## src/include/divider_pkg.sv

```systemverilog
package divider_pkg;
  // Register byte offsets
  localparam logic [7:0] ctrl_offset = 8'h00;
  localparam logic [7:0] status_offset = 8'h04;
  // Control field positions
  localparam int ctrl_preset_lsb = 0;
  localparam int ctrl_preset_msb = 7;
  localparam int ctrl_low_bcd_bit = 8;
  localparam int ctrl_high_bcd_bit = 9;
  localparam int ctrl_cascade_bit = 10;
  // Status field positions
  localparam int status_count_lsb = 0;
  localparam int status_count_msb = 7;
  localparam int status_zero_bit = 8;
  localparam int status_q_bit = 9;
  // Reset values
  localparam logic [7:0] preset_reset = 8'h00;
  localparam logic low_bcd_reset = 1'b0;
  localparam logic high_bcd_reset = 1'b0;
  localparam logic cascade_reset = 1'b1;
  localparam logic [7:0] count_reset = 8'h01;
  // Count value that triggers a reload
  localparam logic [7:0] reload_count = 8'h01;
  // Stage limits
  localparam logic [3:0] binary_top = 4'hF;
  localparam logic [3:0] bcd_top = 4'h9;
  localparam logic [7:0] max_ratio_load = 8'h00;
endpackage

```

## src/rtl/nibble_stage.sv

```systemverilog
// One 4-bit down-counting stage, binary or decade
module nibble_stage (
  input wire logic [3:0] value,
  input wire logic bcd,
  input wire logic borrow_in,
  output logic [3:0] next_value,
  output logic borrow_out
);
  wire logic at_zero;
  wire logic [3:0] top;

  // Stage wraps from zero to its top digit and lends a borrow upward
  assign at_zero = (value == 4'h0);
  assign top = bcd ? divider_pkg::bcd_top : divider_pkg::binary_top;  // see RULE9
  assign borrow_out = borrow_in & at_zero;
  assign next_value = !borrow_in ? value : (at_zero ? top : value - 4'h1);
endmodule

```

## src/rtl/divide_by_n.sv

```systemverilog
// Functional notes
// RULE1 - Binary/binary, feedback high, preset zero divides by 256 on both outputs.
// RULE2 - Preset of one is illegal and must never be programmed.
// RULE3 - Preset two is the minimum, dividing by two; Q stays low.
// RULE4 - Binary/binary Q active only for ratios 128 and above.
// RULE5 - Binary/binary preset weights 128 down to 1; ratio equals preset.
// RULE6 - Low BCD, high binary: weights 80..10 plus digit; zero gives 160.
// RULE7 - Low stage BCD: Q active from ratio 80 when top bit set.
// RULE8 - Low binary, high BCD: digit times 16; zero gives 160; Q from 128.
// RULE9 - Both BCD: two decimal digits; zero gives 100; Q from 80.
// RULE10 - Count decrements by one on each rising input clock edge.
// RULE11 - Reload preset when count one seen; one zero pulse per N clocks.
// RULE12 - Each stage select: high chooses BCD, low chooses binary.
// RULE13 - Feedback low inhibits preset loading; maximum ratio for the modes.
// RULE14 - Q follows the most significant flip-flop of the upper stage.
//
// Added by the designer: the register offsets and register access over APB.
module divide_by_n (
  input wire logic pclk,
  input wire logic presetn,
  input wire logic clk_en,
  input wire logic psel,
  input wire logic penable,
  input wire logic pwrite,
  input wire logic [7:0] paddr,
  input wire logic [31:0] pwdata,
  output logic [31:0] prdata,
  output logic pready,
  output logic pslverr,
  input wire logic count_clk,
  output logic zero_detect,
  output logic q_out
);
  logic [7:0] preset_word;
  logic low_stage_bcd_select;
  logic high_stage_bcd_select;
  logic cascade_feedback;
  logic [7:0] count;
  logic [2:0] clk_sync;
  logic clk_level;

  wire logic access;
  wire logic commit;
  wire logic hit_ctrl;
  wire logic hit_status;
  wire logic mapped;
  wire logic [31:0] ctrl_view;
  wire logic [31:0] status_view;
  wire logic [31:0] next_prdata;
  wire logic step;
  wire logic reload;
  wire logic [7:0] load_value;
  wire logic [3:0] low_dec;
  wire logic [3:0] high_dec;
  wire logic low_borrow;
  wire logic [7:0] next_count;
  wire logic answer_now;
  wire logic read_answer;
  wire logic error_answer;
  wire logic write_ctrl;
  wire logic clk_agree;
  wire logic [3:0] count_low;
  wire logic [3:0] count_high;
  wire logic zero_next;
  wire logic q_next;

  // APB decode; one wait state, pready comes from a flop
  assign access = psel & penable;
  assign commit = access & pready;
  assign hit_ctrl = (paddr == divider_pkg::ctrl_offset);
  assign hit_status = (paddr == divider_pkg::status_offset);
  assign mapped = hit_ctrl | hit_status;
  assign ctrl_view = {21'h000000, cascade_feedback, high_stage_bcd_select,
                      low_stage_bcd_select, preset_word};
  assign status_view = {22'h000000, q_out, zero_detect, count};
  assign next_prdata = hit_ctrl ? ctrl_view : (hit_status ? status_view : 32'h00000000);

  // Answer and write strobes
  assign answer_now = access & ~pready;
  assign read_answer = answer_now & ~pwrite;
  assign error_answer = answer_now & ~mapped;
  assign write_ctrl = commit & pwrite & hit_ctrl;

  // Ready pulse after one wait state
  always_ff @(posedge pclk or negedge presetn) begin
    if (!presetn) begin
      pready <= 1'b0;
    end else if (clk_en) begin
      pready <= answer_now;
    end
  end

  // Read data, zero outside a read answer
  always_ff @(posedge pclk or negedge presetn) begin
    if (!presetn) begin
      prdata <= 32'h00000000;
    end else if (clk_en) begin
      prdata <= read_answer ? next_prdata : 32'h00000000;
    end
  end

  // Error answer for an unmapped address
  always_ff @(posedge pclk or negedge presetn) begin
    if (!presetn) begin
      pslverr <= 1'b0;
    end else if (clk_en) begin
      pslverr <= error_answer;
    end
  end

  // Preset word, taken at the completing access edge
  always_ff @(posedge pclk or negedge presetn) begin
    if (!presetn) begin
      preset_word <= divider_pkg::preset_reset;
    end else if (clk_en && write_ctrl) begin
      preset_word <= pwdata[divider_pkg::ctrl_preset_msb:divider_pkg::ctrl_preset_lsb];
    end
  end

  // Lower stage mode select
  always_ff @(posedge pclk or negedge presetn) begin
    if (!presetn) begin
      low_stage_bcd_select <= divider_pkg::low_bcd_reset;
    end else if (clk_en && write_ctrl) begin
      low_stage_bcd_select <= pwdata[divider_pkg::ctrl_low_bcd_bit];  // see RULE12
    end
  end

  // Upper stage mode select
  always_ff @(posedge pclk or negedge presetn) begin
    if (!presetn) begin
      high_stage_bcd_select <= divider_pkg::high_bcd_reset;
    end else if (clk_en && write_ctrl) begin
      high_stage_bcd_select <= pwdata[divider_pkg::ctrl_high_bcd_bit];  // see RULE12
    end
  end

  // Cascade feedback, high after reset
  always_ff @(posedge pclk or negedge presetn) begin
    if (!presetn) begin
      cascade_feedback <= divider_pkg::cascade_reset;
    end else if (clk_en && write_ctrl) begin
      cascade_feedback <= pwdata[divider_pkg::ctrl_cascade_bit];
    end
  end

  // Three-flop synchroniser for the counted clock pin
  always_ff @(posedge pclk or negedge presetn) begin
    if (!presetn) begin
      clk_sync <= 3'h0;
    end else if (clk_en) begin
      clk_sync <= {clk_sync[1:0], count_clk};
    end
  end

  // Second and third stages agree on one level
  assign clk_agree = (clk_sync[1] == clk_sync[2]);

  // Settled pin level, moved only on agreement
  always_ff @(posedge pclk or negedge presetn) begin
    if (!presetn) begin
      clk_level <= 1'b0;
    end else if (clk_en && clk_agree) begin
      clk_level <= clk_sync[2];
    end
  end

  // Counted edge once the agreed level turns high
  assign step = clk_agree & clk_sync[2] & ~clk_level;  // see RULE10

  // Counter split into its two stages
  assign count_low = count[3:0];
  assign count_high = count[7:4];

  // Lower stage always borrows on a step; upper takes its borrow
  nibble_stage low_stage (
    .value(count_low),
    .bcd(low_stage_bcd_select),  // see RULE6
    .borrow_in(1'b1),
    .next_value(low_dec),
    .borrow_out(low_borrow)
  );

  nibble_stage high_stage (
    .value(count_high),
    .bcd(high_stage_bcd_select),  // see RULE8
    .borrow_in(low_borrow),
    .next_value(high_dec),
    .borrow_out()
  );

  // Reload on count one; zero load wraps through the full modulus
  assign reload = (count == divider_pkg::reload_count);  // see RULE11
  assign load_value = cascade_feedback ? preset_word : divider_pkg::max_ratio_load;  // see RULE13
  assign next_count = reload ? load_value : {high_dec, low_dec};  // see RULE1

  // Output levels for the value about to be taken
  assign zero_next = (next_count == divider_pkg::reload_count);  // see RULE3
  assign q_next = next_count[7];  // see RULE4 RULE7 RULE14

  // Counter, advanced on a counted edge
  always_ff @(posedge pclk or negedge presetn) begin
    if (!presetn) begin
      count <= divider_pkg::count_reset;
    end else if (clk_en && step) begin
      count <= next_count;  // see RULE5
    end
  end

  // Zero detect, high while a counted edge has left the count at one
  always_ff @(posedge pclk or negedge presetn) begin
    if (!presetn) begin
      zero_detect <= 1'b0;
    end else if (clk_en && step) begin
      zero_detect <= zero_next;  // see RULE11
    end
  end

  // Q output follows the top counter bit
  always_ff @(posedge pclk or negedge presetn) begin
    if (!presetn) begin
      q_out <= 1'b0;
    end else if (clk_en && step) begin
      q_out <= q_next;
    end
  end
endmodule

```

## config.mk

```make
export PLATFORM = sky130hd
export DESIGN_NAME = divide_by_n
export DESIGN_NICKNAME = d
export VERILOG_FILES = /design/src/include/divider_pkg.sv /design/src/rtl/nibble_stage.sv /design/src/rtl/divide_by_n.sv
export SDC_FILE = /design/constraint.sdc
export NUM_CORES = 1
export LEC_CHECK = 0
export ABC_CLOCK_PERIOD_IN_PS = 6700
export BUFFER_PORTS_ARGS = -buffer_cell sky130_fd_sc_hd__clkbuf_2
export CAP_MARGIN = 5
export CORE_UTILIZATION = 34
export CTS_BUF_LIST = sky130_fd_sc_hd__clkbuf_8
export DETAILED_ROUTE_END_ITERATION = 16
export GPL_TIMING_DRIVEN = 1
export SKIP_CTS_REPAIR_TIMING = 1
export SYNTH_ARGS = -nofsm -noshare
export SYNTH_HDL_FRONTEND = slang
export SYNTH_SLANG_ARGS = --single-unit
```

## constraint.sdc

```tcl
create_clock -name pclk -period 6.7 [get_ports pclk]
set_clock_uncertainty 0.05 [all_clocks]
set_input_delay 2.01 -clock pclk [delete_from_list [all_inputs] [get_ports pclk]]
set_output_delay 2.01 -clock pclk [all_outputs]
set_load 0.03 [all_outputs]
```

==> results by group <==
Status
  – Outcome: finished clean

Route
  – Routed WL per cell: 14.05 um
  – Drt drc: 0
  – Post-DRT Antenna Nets: 0
  – DRT Wirelength: 4425 um
  – Via Count: 1,545
  – Pre-Repair DR Iteration Count: 4
  – Starting DRT DRC Count: 56
  – Vias per inst: 4.905

Pwr
  – Part of the power in the clock network: 0.209
  – Leak: 0.001128 uW
  – NetSw: 272.0 uW
  – Power Density: 303.1 mW/mm^2
  – Reg power frac: 0.424
  – Max IR drop VDD: 0.1414 mV
  – Net Sw Frac: 0.3780
  – Comb power frac: 0.367
  – Cell internal pwr: 447.6 uW

Yosys
  – Share of the synthesized area in the top cell type: 0.4091
  – Yosys reg bits: 37
  – Area contributors post-synth: dfrtp_1 (41%), buf_4 (7.7%), mux2_4 (7.0%)
  – Seq/Total Area, Yosys: 0.4337
  – Yosys cell types: 45
  – Syn Area/Cell: 10.44 um^2
  – Number of flops mapped to enable cells by yosys: 0
  – Synth Flop Type: dfrtp_1
  – Cell taking the most area after synthesis: dfrtp_1
  – Share of flip-flops with an asynchronous set or reset after synthesis: 1.000
  – Yosys warns: 0
  – Syn Inst Count: 205
  – Cell Area, Synth: 0.002141 mm^2

Worst setup path
  – WP buf/inv: 1
  – Critical-path top delay cell: nand4_2
  – Worst Path Arrival: 4.39 ns
  – Crit-path max FO: 12
  – CP Data Required Time: 6.82 ns
  – CP peak stage delay: 0.59 ns
  – Critical Path, Cell by Cell: clkbuf_2, or4_4, nor4_4, and2b_1, nand4_2, mux2_4
  – Startpoint types: primary input
  – WS Path Type: in -> reg
  – Critical Path End Type: flop
  – CP delay by family, top: simple AND/OR/NAND/NOR gates

Placed design
  – Port Buffer Count: 40
  – HPWL after DPL: 3183 um
  – Placed Cells: 307
  – Placed cell area: 0.002292 mm^2
  – Gpl congestion: 0.8431

Floorplan
  – Core footprint: 0.005991 mm^2
  – Row count: 28
  – Die height: 81.35 um
  – Die X: 81.35 um
  – IO Count: 83
  – Initial Util: 0.3574
  – Die Area: 0.006618 mm^2

Final layout
  – Layout Area Growth over Synthesis: 10.93%
  – Layout cells sized above 1: 0.3000
  – ANT cells: 0
  – # nets final: 291
  – Fin area: 0.002375 mm^2
  – Finished Layout Cells: 315

STA
  – Period minus WS final: 4.261 ns
  – Endpoints failing setup: 0
  – Setup_tns: 0 ns
  – Tcrit/Tclk final: 0.6360
  – Unrepaired setup endpoints after global routing: false
  – Fmax: 234.7 MHz
  – Relative slew slack: 0.3781
  – Worst Tran Pin Value: 0.9329 ns
  – Final hold violation count: 0
  – Final slew viol count: 0

Worst hold path
  – Worst hold path class: reg -> reg

Clocking
  – CTS sink cnt: 37
  – CTS Buffer Depth: 2
  – H-tree levels: 2
  – Total CTS buffers: 5
  – CTS tree: yes
  – CTS Root Cell: clkbuf_8
  – Clk Latency, worst-skew pair: 0.29 ns
  – Clk slew on worst S/H paths: 0.07 ns

Global route
  – First-pass GRT wire length: 7251 um
  – Largest net degree at the start of global routing: 38
  – Number of global-route vias before repair: 1,396
  – Grt total ovfl: 0
  – Initial antenna violation count: 0
  – GR Util All Layers: 0.1497

Run
  – Maxcap violations: 0
## routing by layer
| layer | up-vias | track usage | wire (um) |
|---|---|---|---|
| li1 | 751 | - | - |
| met1 | 749 | 0.2006 | 2151 |
| met2 | 37 | 0.2250 | 2025 |
| met3 | 8 | 0.03483 | 169 |
| met4 | 0 | 0.07143 | 78 |
| met5 | - | 0 | 0 |
## cells in the final DEF, fill, tap and decap left out, types with 9 or more instances in the layout
cell      netlist  layout
mux2_4         10      10
mux2_2          9       9
conb_1          1      21
inv_1          20      21
clkbuf_2        0      40
nand2_1        17      17
o22ai_1        11      11
a22oi_1        11      11
dfrtp_1        35      35
## cell type report
class	instances	area (um^2)
clock inverter	3	13.76
fill	608	3616
clock buffer	5	68.82
multi-input combinational	135	994.7
tap	75	93.84
inverter	20	75.07
timing repair buffer	40	200.2
sequential	37	928.4
## power by group through the flow
stage	Combinational (uW)	Clock (uW)	Sequential, uW
finish	264	151	305
global route	298	167	313
CTS	266	157	304
detailed placement	265	0	309
global placement	262	0	308
floorplan	229	0	295
## kinds of logic after synthesis
kind of cell,synth area share
adders and majority gates,0.02922
muxes,0.1222
xor gates and xnor gates,0.004092
AOI/OAI and AO/OA,0.1455
other,0.001752
DFF,0.4337
buffers and inverters,0.1368
and+or+nand+nor,0.1268
## worst paths after layout
| kind | from | end | slack (ns) | depth (start not counted) |
|---|---|---|---|---|
| worst max register to register | count[4] | zero_detect | 4.24 | 7 |
| min in group asynchronous | presetn | prdata[4] | 1.80 | 1 |
| worst max-delay path | paddr[6] | high_stage_bcd_select | 2.44 | 6 |
| max in group asynchronous | presetn | low_stage_bcd_select | 4.22 | 1 |
| worst min register to register | clk_level | clk_level | 0.45 | 1 |
| worst min-delay path | clk_level | clk_level | 0.45 | 1 |
## flip-flops by register name, indices dropped and copies added (netlist names), 3 cells and up
name and flops:
clk_sync 3, preset_word 8, prdata 11, count 7
## worst reg2reg max path, cell delays in order (launching register included)
cell	delay, ns
dfrtp_1	0.44
inv_1	0.12
ha_1	0.23
nor3b_1	0.56
and2_1	0.38
o32a_1	0.25
nand4_1	0.13
o31ai_1	0.22
## synth_stat cells (2+ instances only)
cell and instances:
inv_1 20, dfstp_2 2, o21bai_1 2, clkbuf_1 7, nand3_1 5, nor3b_1 3, mux2_4 10, and2_1 2
a21oi_1 2, buf_4 22, mux2_2 9, ha_1 5, dfrtp_1 35, o31ai_1 2, o21ai_1 2, a22oi_1 11
o21ai_0 5, buf_2 3, nor2b_1 2, a22o_1 2, nand2_1 17, o22ai_1 11, nor4b_1 3, o32a_1 2
## metrics by stage
| stage | power (uW) | hold slack [ns] | util | setup WS [ns] |
|---|---|---|---|---|
| final | 719.7 | 0.4539 | 0.3964 | 2.439 |
| after global routing | 777.8 | 0.4705 | 0.3964 | 2.328 |
| after CTS | 727.0 | 0.4587 | 0.3964 | 2.451 |
| after detailed placement | 574.5 | 0.4416 | 0.3826 | 2.139 |
| after global placement | 569.8 | 0.4333 | 0.3826 | 2.160 |
| after floorplan | 524.0 | 0.4213 | - | 3.040 |
Power figures use the tool's default switching activity.
